<file path="src/hw/tec_pkg.sv">
// package for the 8-bit timer/event counter: register map, fields, resets
// assumes an avalon-mm master with byte addresses and 32-bit data
package tec_pkg;
    // ***********************************************************
    // register indices; byte address is four times the index
    // ***********************************************************
    localparam logic [5:0] IDX_COUNT   = 6'h0d;
    localparam logic [5:0] IDX_CONTROL = 6'h0e;
    localparam logic [5:0] IDX_INTCTRL = 6'h10;
    localparam logic [5:0] IDX_BUZZER  = 6'h11;

    // ***********************************************************
    // timer_control fields
    // ***********************************************************
    localparam int PSC_LSB       = 0;
    localparam int PSC_MSB       = 2;
    localparam int EDGE_BIT      = 3;
    localparam int ENABLE_BIT    = 4;
    localparam int UNUSED_BIT    = 5;
    localparam int MODE_LSB      = 6;
    localparam int MODE_MSB      = 7;
    localparam logic [7:0] CONTROL_RESET = 8'h08;
    localparam logic [7:0] COUNT_RESET   = 8'h00;
    localparam logic [7:0] COUNT_TOP     = 8'hff;

    // ***********************************************************
    // interrupt_control and buzzer/port fields
    // ***********************************************************
    localparam int IRQ_EN_BIT    = 0;
    localparam int OVF_FLAG_BIT  = 5;
    localparam int BZ_OPT_BIT    = 0;
    localparam int PIN0_DIR_BIT  = 1;
    localparam int PIN1_DIR_BIT  = 2;
    localparam int PIN0_DATA_BIT = 3;
    localparam int PIN1_DATA_BIT = 4;

    // ***********************************************************
    // modes and states
    // ***********************************************************
    typedef enum logic [1:0] {
        TEC_MODE_UNUSED = 2'h0,
        TEC_MODE_EVENT  = 2'h1,
        TEC_MODE_TIMER  = 2'h2,
        TEC_MODE_PULSE  = 2'h3
    } tec_mode_t;

    typedef enum logic {
        TEC_PW_IDLE,
        TEC_PW_MEASURE
    } tec_pw_t;
endpackage

</file>
<file path="src/hw/tec_timer_event_counter.sv">
// 8-bit timer/event counter with preload, prescaler, pulse-width mode,
// overflow flag, wake pulse and buzzer divider output.
// assumes: one 100 mhz clock, synchronous active-low cold reset, timer pin
// already synchronous to clk, avalon-mm slave with byte addressing.
//
// The Avalon-MM interface to the registers was left to the implementer.
`timescale 1ns/1ns

// Overview of operation
// [RQ1] eight-bit up-counter clocked from timer pin or prescaled system clock
// [RQ2] data address: writes go to preload, reads return live count
// [RQ3] control bits 7:6 choose event, timer, pulse-width or unused mode
// [RQ4] control bits 2:0 divide system clock by two to the field plus one
// [RQ5] event and timer modes count from present value up to ff
// [RQ6] overflow reloads from preload and sets flag bit 5 same cycle
// [RQ7] control bit 3 picks pin edge: 0 rising, 1 falling
// [RQ8] control bit 4 enables counting; must be set before counting
// [RQ9] pulse mode: active edge starts, return edge stops and clears enable
// [RQ10] one measurement result held until software sets enable again
// [RQ11] pulse mode starts on an edge, never on a level
// [RQ12] overflow in pulse mode reloads and raises request like other modes
// [RQ13] event and timer modes: only software clears enable
// [RQ14] overflow is a wake-up source ending halt
// [RQ15] cleared interrupt enable blocks overflow servicing in every mode
// [RQ16] data write while disabled loads preload and counter
// [RQ17] data write while enabled loads only preload, counter runs on
// [RQ18] count clock is blocked while the counter is read
// [RQ19] control bit 5 unimplemented, reads zero
// [RQ20] divider output frequency is f_int over twice 256 minus preload
// [RQ21] cold reset sets control to 08; warm reset keeps both registers
// [RQ22] event mode clocked by pin; timer and pulse by prescaled clock
// [RQ23] buzzer option drives divider on output pins, gated by pin-0 latch
// [RQ24] divider output toggles on every overflow
module tec_timer_event_counter (
    input  wire logic        clk,
    input  wire logic        resetn,
    input  wire logic [7:0]  avs_address,
    input  wire logic        avs_read,
    input  wire logic        avs_write,
    input  wire logic [31:0] avs_writedata,
    input  wire logic [3:0]  avs_byteenable,
    output logic      [31:0] avs_readdata,
    output logic             avs_waitrequest,
    input  wire logic        timerCountPin,
    output logic             overflowIrqReq,
    output logic             haltWake,
    output logic             freqDividerOut,
    output logic             buzzPin0Out,
    output logic             buzzPin0Oe,
    output logic             buzzPin1Out,
    output logic             buzzPin1Oe
);
    // ***********************************************************
    // avalon slave: one wait cycle per access
    // ***********************************************************
    logic        ack_r;
    logic [31:0] rdData_r;
    logic        busReq;
    logic        accept;
    logic        wrFire;
    logic [5:0]  regIdx;
    logic        wrCount;
    logic        wrControl;
    logic        wrIntCtrl;
    logic        wrBuzzer;

    assign busReq          = avs_read | avs_write;
    assign avs_waitrequest = busReq & ~ack_r;
    assign accept          = busReq & ack_r;
    assign wrFire          = accept & avs_write & avs_byteenable[0];
    assign regIdx          = avs_address[7:2];
    assign wrCount         = wrFire && regIdx == tec_pkg::IDX_COUNT;
    assign wrControl       = wrFire && regIdx == tec_pkg::IDX_CONTROL;
    assign wrIntCtrl       = wrFire && regIdx == tec_pkg::IDX_INTCTRL;
    assign wrBuzzer        = wrFire && regIdx == tec_pkg::IDX_BUZZER;
    assign avs_readdata    = rdData_r;

    always_ff @(posedge clk) begin
        if (!resetn) begin
            ack_r <= 1'b0;
        end else begin
            ack_r <= busReq & ~ack_r;
        end
    end

    // ***********************************************************
    // registers
    // ***********************************************************
    logic [7:0] preload_r;
    logic [7:0] count_r;
    logic [7:0] control_r;
    logic       ovfFlag_r;
    logic       irqEn_r;
    logic [4:0] buzzer_r;
    logic [7:0] prescale_r;
    logic       pinPrev_r;
    logic       tone_r;
    logic       wake_r;
    tec_pkg::tec_pw_t pwState_r;

    logic [2:0] pscSel;
    logic [7:0] pscMask;
    logic       fintTick;
    logic       enable;
    logic       activeEdge;
    logic       returnEdge;
    logic       readGate;
    logic       countTick;
    logic       overflow;
    logic       pwStop;
    tec_pkg::tec_mode_t mode;

    assign mode   = tec_pkg::tec_mode_t'(
                    control_r[tec_pkg::MODE_MSB:tec_pkg::MODE_LSB]);
    assign enable = control_r[tec_pkg::ENABLE_BIT];
    assign pscSel = control_r[tec_pkg::PSC_MSB:tec_pkg::PSC_LSB];

    // ***********************************************************
    // prescaler and pin edges
    // ***********************************************************
    // f_int tick when the low psc+1 prescaler bits are all ones
    assign pscMask  = 8'hff >> (3'h7 - pscSel); // [RQ4]
    assign fintTick = &(prescale_r | ~pscMask); // [RQ4]

    always_ff @(posedge clk) begin
        if (!resetn) begin
            prescale_r <= 8'h00;
        end else begin
            prescale_r <= prescale_r + 8'h01;
        end
    end

    always_ff @(posedge clk) begin
        if (!resetn) begin
            pinPrev_r <= 1'b0;
        end else begin
            pinPrev_r <= timerCountPin;
        end
    end

    // edge select: 0 rising, 1 falling
    assign activeEdge = control_r[tec_pkg::EDGE_BIT] ?
                        (pinPrev_r & ~timerCountPin) :
                        (~pinPrev_r & timerCountPin); // [RQ7]
    assign returnEdge = control_r[tec_pkg::EDGE_BIT] ?
                        (~pinPrev_r & timerCountPin) :
                        (pinPrev_r & ~timerCountPin); // [RQ9]

    // ***********************************************************
    // count clock selection
    // ***********************************************************
    // counts lost during a read are accepted for a coherent value
    assign readGate = avs_read &&
                      regIdx == tec_pkg::IDX_COUNT; // [RQ18]

    always_comb begin
        countTick = 1'b0;
        unique case (mode)
            tec_pkg::TEC_MODE_EVENT:  countTick = activeEdge; // [RQ22]
            tec_pkg::TEC_MODE_TIMER:  countTick = fintTick;   // [RQ22]
            tec_pkg::TEC_MODE_PULSE:
                countTick = fintTick &&
                            pwState_r == tec_pkg::TEC_PW_MEASURE; // [RQ9]
            tec_pkg::TEC_MODE_UNUSED: countTick = 1'b0;        // [RQ3]
        endcase
        countTick = countTick & enable & ~readGate; // [RQ8] [RQ18]
    end

    assign overflow = countTick && count_r == tec_pkg::COUNT_TOP; // [RQ5]

    // ***********************************************************
    // pulse-width measurement
    // ***********************************************************
    assign pwStop = mode == tec_pkg::TEC_MODE_PULSE &&
                    pwState_r == tec_pkg::TEC_PW_MEASURE && returnEdge;

    always_ff @(posedge clk) begin
        if (!resetn) begin
            pwState_r <= tec_pkg::TEC_PW_IDLE;
        end else if (mode != tec_pkg::TEC_MODE_PULSE || !enable) begin
            pwState_r <= tec_pkg::TEC_PW_IDLE;
        end else begin
            unique case (pwState_r)
                tec_pkg::TEC_PW_IDLE: begin
                    if (activeEdge) begin
                        pwState_r <= tec_pkg::TEC_PW_MEASURE; // [RQ11]
                    end
                end
                tec_pkg::TEC_PW_MEASURE: begin
                    if (returnEdge) begin
                        pwState_r <= tec_pkg::TEC_PW_IDLE; // [RQ9]
                    end
                end
            endcase
        end
    end

    // ***********************************************************
    // control register
    // ***********************************************************
    // software write wins over the hardware stop so a re-arm is not lost
    always_ff @(posedge clk) begin
        if (!resetn) begin
            control_r <= tec_pkg::CONTROL_RESET; // [RQ21]
        end else if (wrControl) begin
            control_r <= avs_writedata[7:0] &
                         ~(8'h01 << tec_pkg::UNUSED_BIT); // [RQ19]
        end else if (pwStop) begin
            control_r[tec_pkg::ENABLE_BIT] <= 1'b0; // [RQ9] [RQ10] [RQ13]
        end
    end

    // ***********************************************************
    // preload and counter
    // ***********************************************************
    always_ff @(posedge clk) begin
        if (!resetn) begin
            preload_r <= tec_pkg::COUNT_RESET;
        end else if (wrCount) begin
            preload_r <= avs_writedata[7:0]; // [RQ2] [RQ17]
        end
    end

    always_ff @(posedge clk) begin
        if (!resetn) begin
            count_r <= tec_pkg::COUNT_RESET;
        end else if (wrCount && !enable) begin
            count_r <= avs_writedata[7:0]; // [RQ16]
        end else if (overflow) begin
            count_r <= preload_r; // [RQ6] [RQ12]
        end else if (countTick) begin
            count_r <= count_r + 8'h01; // [RQ1] [RQ5]
        end
    end

    // ***********************************************************
    // overflow flag, interrupt enable, wake, divider
    // ***********************************************************
    // set wins over a software clear in the same cycle
    always_ff @(posedge clk) begin
        if (!resetn) begin
            ovfFlag_r <= 1'b0;
        end else if (overflow) begin
            ovfFlag_r <= 1'b1; // [RQ6] [RQ12]
        end else if (wrIntCtrl) begin
            ovfFlag_r <= avs_writedata[tec_pkg::OVF_FLAG_BIT];
        end
    end

    always_ff @(posedge clk) begin
        if (!resetn) begin
            irqEn_r <= 1'b0;
        end else if (wrIntCtrl) begin
            irqEn_r <= avs_writedata[tec_pkg::IRQ_EN_BIT];
        end
    end

    always_ff @(posedge clk) begin
        if (!resetn) begin
            overflowIrqReq <= 1'b0;
        end else begin
            overflowIrqReq <= ovfFlag_r & irqEn_r; // [RQ15]
        end
    end

    always_ff @(posedge clk) begin
        if (!resetn) begin
            wake_r <= 1'b0;
        end else begin
            wake_r <= overflow; // [RQ14]
        end
    end
    assign haltWake = wake_r;

    // one toggle per overflow gives f_int / (2 * (256 - preload))
    always_ff @(posedge clk) begin
        if (!resetn) begin
            tone_r <= 1'b0;
        end else if (overflow) begin
            tone_r <= ~tone_r; // [RQ20] [RQ24]
        end
    end
    assign freqDividerOut = tone_r;

    // ***********************************************************
    // buzzer pins
    // ***********************************************************
    always_ff @(posedge clk) begin
        if (!resetn) begin
            buzzer_r <= 5'h00;
        end else if (wrBuzzer) begin
            buzzer_r <= avs_writedata[4:0];
        end
    end

    // with the buzzer option and pin-0 latch set, pin 1 carries the inverse of pin 0 for a push-pull buzzer pair
    always_ff @(posedge clk) begin
        if (!resetn) begin
            buzzPin0Out <= 1'b0;
            buzzPin1Out <= 1'b0;
        end else if (buzzer_r[tec_pkg::BZ_OPT_BIT]) begin
            buzzPin0Out <= tone_r & buzzer_r[tec_pkg::PIN0_DATA_BIT]; // [RQ23]
            buzzPin1Out <= ~tone_r & buzzer_r[tec_pkg::PIN0_DATA_BIT];
        end else begin
            buzzPin0Out <= buzzer_r[tec_pkg::PIN0_DATA_BIT];
            buzzPin1Out <= buzzer_r[tec_pkg::PIN1_DATA_BIT];
        end
    end
    assign buzzPin0Oe = buzzer_r[tec_pkg::PIN0_DIR_BIT];
    assign buzzPin1Oe = buzzer_r[tec_pkg::PIN1_DIR_BIT];

    // ***********************************************************
    // read data
    // ***********************************************************
    always_ff @(posedge clk) begin
        if (!resetn) begin
            rdData_r <= 32'h0000_0000;
        end else if (avs_read && !ack_r) begin
            rdData_r <= 32'h0000_0000;
            unique case (regIdx)
                tec_pkg::IDX_COUNT:   rdData_r[7:0] <= count_r; // [RQ2]
                tec_pkg::IDX_CONTROL: rdData_r[7:0] <= control_r;
                tec_pkg::IDX_INTCTRL: begin
                    rdData_r[tec_pkg::OVF_FLAG_BIT] <= ovfFlag_r;
                    rdData_r[tec_pkg::IRQ_EN_BIT]   <= irqEn_r;
                end
                tec_pkg::IDX_BUZZER:  rdData_r[4:0] <= buzzer_r;
                default:              rdData_r <= 32'h0000_0000;
            endcase
        end
    end
endmodule

</file>
<file path="config.mk">
export PLATFORM = sky130hd
export DESIGN_NAME = tec_timer_event_counter
export DESIGN_NICKNAME = d
export VERILOG_FILES = /design/src/hw/tec_pkg.sv /design/src/hw/tec_timer_event_counter.sv
export SDC_FILE = /design/constraint.sdc
export NUM_CORES = 1
export LEC_CHECK = 0
export BUFFER_PORTS_ARGS = -buffer_cell sky130_fd_sc_hd__buf_2
export CORE_MARGIN = 1
export CORE_UTILIZATION = 30
export CTS_CLUSTER_DIAMETER = 120
export DETAILED_ROUTE_END_ITERATION = 12
export SYNTH_ARGS = -nofsm -noshare
export SYNTH_HDL_FRONTEND = slang
export SYNTH_SLANG_ARGS = --single-unit
export TNS_END_PERCENT = 1
</file>
<file path="constraint.sdc">
create_clock -name clk -period 1.95 [get_ports clk]
set_clock_uncertainty 0.1 [all_clocks]
set_input_delay 0.0975 -clock clk [delete_from_list [all_inputs] [get_ports clk]]
set_output_delay 0.0975 -clock clk [all_outputs]
set_load 0.1 [all_outputs]
</file>
==> run metrics <==
Top Family by Delay on Critical Path=compound AO/OA/AOI/OAI gates; number of remaining DRC errors=0; RSZ-0062 raised after global routing=no; clock slew at reported path FFs=0.10 ns; Post-Route WL=6688 um; met2 routed WL=about 3100 um; worst hold path class=in2reg; Peak VDD IR=0.2894 mV; share of cells above drive strength 1=17.96%; status=finished clean; global-route usage over all layers=14.07%; worst path cell trace=or3b_1 -> a21o_1 -> a22oi_4 -> a31oi_4 -> a221o_1; YS warnings=0; vias in the first global route=2110; clk sinks=54; initial antenna violation count=0; arrival time worst endpoint=1.97 ns; Slew Viols, Final=0; Tot Pwr=2.144 mW; Routed Antenna Nets=0; M1 WL=3109 um; Crit. End Element=register; die area=about 0.0095 mm2; Nets=424; fraction of registers with async set/reset=0%; Routed WL per cell=13.90 um; Vias=roughly 2400; post-cts sizing count=0; synthesized area=~0.0027 mm2; Final Cycle Share=95.55%; highest metal used=met4; I/O Buffers=35; CTS tree=yes; largest net degree at the start of global routing=39; WP buf/inv=0; met3 WL=365 um; Clk Latency, worst-skew pair=slightly above 0.3 ns; endpoints failing setup=0; library cells used by synthesis=52; num rows=34; total gr overflow=0; count of boundary I/O pins=89; Core Region=0.008763 mm2; Root Buffer Master=clkbuf_8; die width=about 97 um; Slew Limit Headroom=61.39%; Critical Path RT=roughly 2.1 ns; first-pass GRT wire length=10820 um; fin crit period=~1.9 ns; Final Hold Viols=0; TNS Setup=0 ns; Starting Density=31.14%; slowest CP cell=a221o_1; Pre-antenna DRT Iters=4; Post-DP HPWL=4757 um; DRT iter0 DRCs=167; number of synthesized flops with an enable pin=0; n_diodes=0; sequential element share of the synthesized area=around two fifths; Pleak=~1.3 nW; WS Path Type=reg2reg; synthesized area per cell=8.475 um2; H-tree levels=2; predominant post-synthesis flop cell=dfxtp_1; Crit Path Max Fanout=8; clk buf depth=2; die height=slightly below 100 um; maxcap violations=0; Area Growth Syn to Fin=16.51%; Mapped Cells=between 300 and 400; via/cell ratio=4.983; CP startpoint kind=register; Peak Freq=about 0.54 GHz; #FFs+latches synth=54; max incr delay on CP=0.38 ns; PwrDens=674.4 mW/mm2; Placer Congestion=0.8412; cts bufs inserted=5; slew of the pin with the lowest slew margin=0.5791 ns
## cell usage after synthesis, types with 2 or more instances
master	n	area, um2
o2111ai_1	2	17.52
and2_1	9	56.30
clkbuf_1	11	41.29
nand2_1	33	123.9
o21ai_0	2	10.01
nor4_1	3	18.77
nor2b_1	5	31.28
nand4_1	2	12.51
inv_1	5	18.77
dfxtp_1	54	1081
buf_1	2	7.510
a222oi_1	4	40.04
nor3_1	6	30.03
a221oi_1	3	26.28
ha_1	2	25.02
and3_1	6	37.54
buf_4	24	180.2
nor2_1	26	97.59
xor2_1	5	43.79
a2bb2oi_1	4	35.03
nand2b_1	4	25.02
nor3b_1	2	15.01
a221o_1	8	80.08
nand3_1	31	155.2
mux2i_1	5	50.05
xnor2_1	3	26.28
and3_2	2	15.01
o31ai_1	3	22.52
a211oi_1	4	30.03
a21oi_1	30	150.1
## kinds of logic after synthesis
logic type                 count (synthesis)  synth area share, %
and+or+nand+nor                          137                25.58
AOI/OAI and AO/OA                         69                18.98
DFF                                       54                39.61
buffers and inverters                     45                9.949
xor gates and xnor gates                   8                2.568
muxes                                      6                2.247
adders and majority gates                  2               0.9169
other                                      1               0.1374
## cells in the final DEF (no fill, tap or decap), types with 6 or more instances in the layout
cell type	instances
a21oi_1	30
a221o_1	8
and2_1	9
and3_1	6
buf_2	35
buf_4	15
conb_1	24
dfxtp_1	54
dlygate4sd3_1	11
nand2_1	33
nand3_1	31
nor2_1	26
nor3_1	6
## worst paths after layout
kind                            cells past startpoint  slack (ns)          from            to
worst max-delay path                                5        0.09     pinPrev_r    count_r[1]
worst min-delay path                                3        0.08      avs_read         ack_r
worst max register to register                      5        0.09     pinPrev_r    count_r[1]
worst min register to register                      2        0.36  preload_r[0]  preload_r[0]
## cell type report
class | count | area, um2
clock inverter | 2 | 15.01
sequential | 54 | 1081
clock buffer | 5 | 68.82
fill | 922 | 5584
tap | 108 | 135.1
inverter | 5 | 18.77
multi-input combinational | 246 | 1463
timing repair buffer | 61 | 397.9
## state kept, by name, summed over array words and instances (netlist names)
signal          count
haltWake            1
count_r             8
overflowIrqReq      1
buzzPin1Out         1
irqEn_r             1
ovfFlag_r           1
prescale_r          8
avs_readdata        8
control_r           7
buzzer_r            5
preload_r           8
pwState_r           1
ack_r               1
buzzPin0Out         1
freqDividerOut      1
pinPrev_r           1
## through the flow
stage          util (%)  hold slack, ns  instances  instance area [um2]  setup slack [ns]
2_1_floorplan         -          0.1337        345                 2815            0.1353
3_3_place_gp      33.89          0.2755        461                 2970           0.05211
3_5_place_dp      33.89          0.2880        461                 2970           0.05051
4_1_cts           36.28         0.07276        481                 3179           0.02786
5_1_grt           36.28          0.1337        481                 3179          0.001067
6_report          36.28         0.07621        481                 3179           0.08680
## tightest hold or removal path: stages
cell and delay, ns:
buf_2 0.16, nor2_1 0.08, nor3_1 0.11
## power by group
part           leakage (nW)  switching, mW  internal [mW]
clock                0.0362          0.376          0.246
sequential            0.437         0.0125           1.12
combinational         0.777          0.333         0.0605
## per-layer routing
| layer | global-route usage [%] | vias to the layer above |
|---|---|---|
| met2 | 22.32 | 67 |
| met3 | 1.655 | 7 |
| li1 | - | 1207 |
| met4 | 4.412 | 0 |
| met1 | 19.88 | 1116 |
| met5 | 0 | - |
## timing repair
action,4_1_cts,5_1_grt
pin swaps,1,8
endpoints found under the hold margin,23,0
setup buffers,2,0
endpoints found under the setup margin,1,8
hold buffers,11,0
Note: power is estimated with default switching activity, not from simulation.
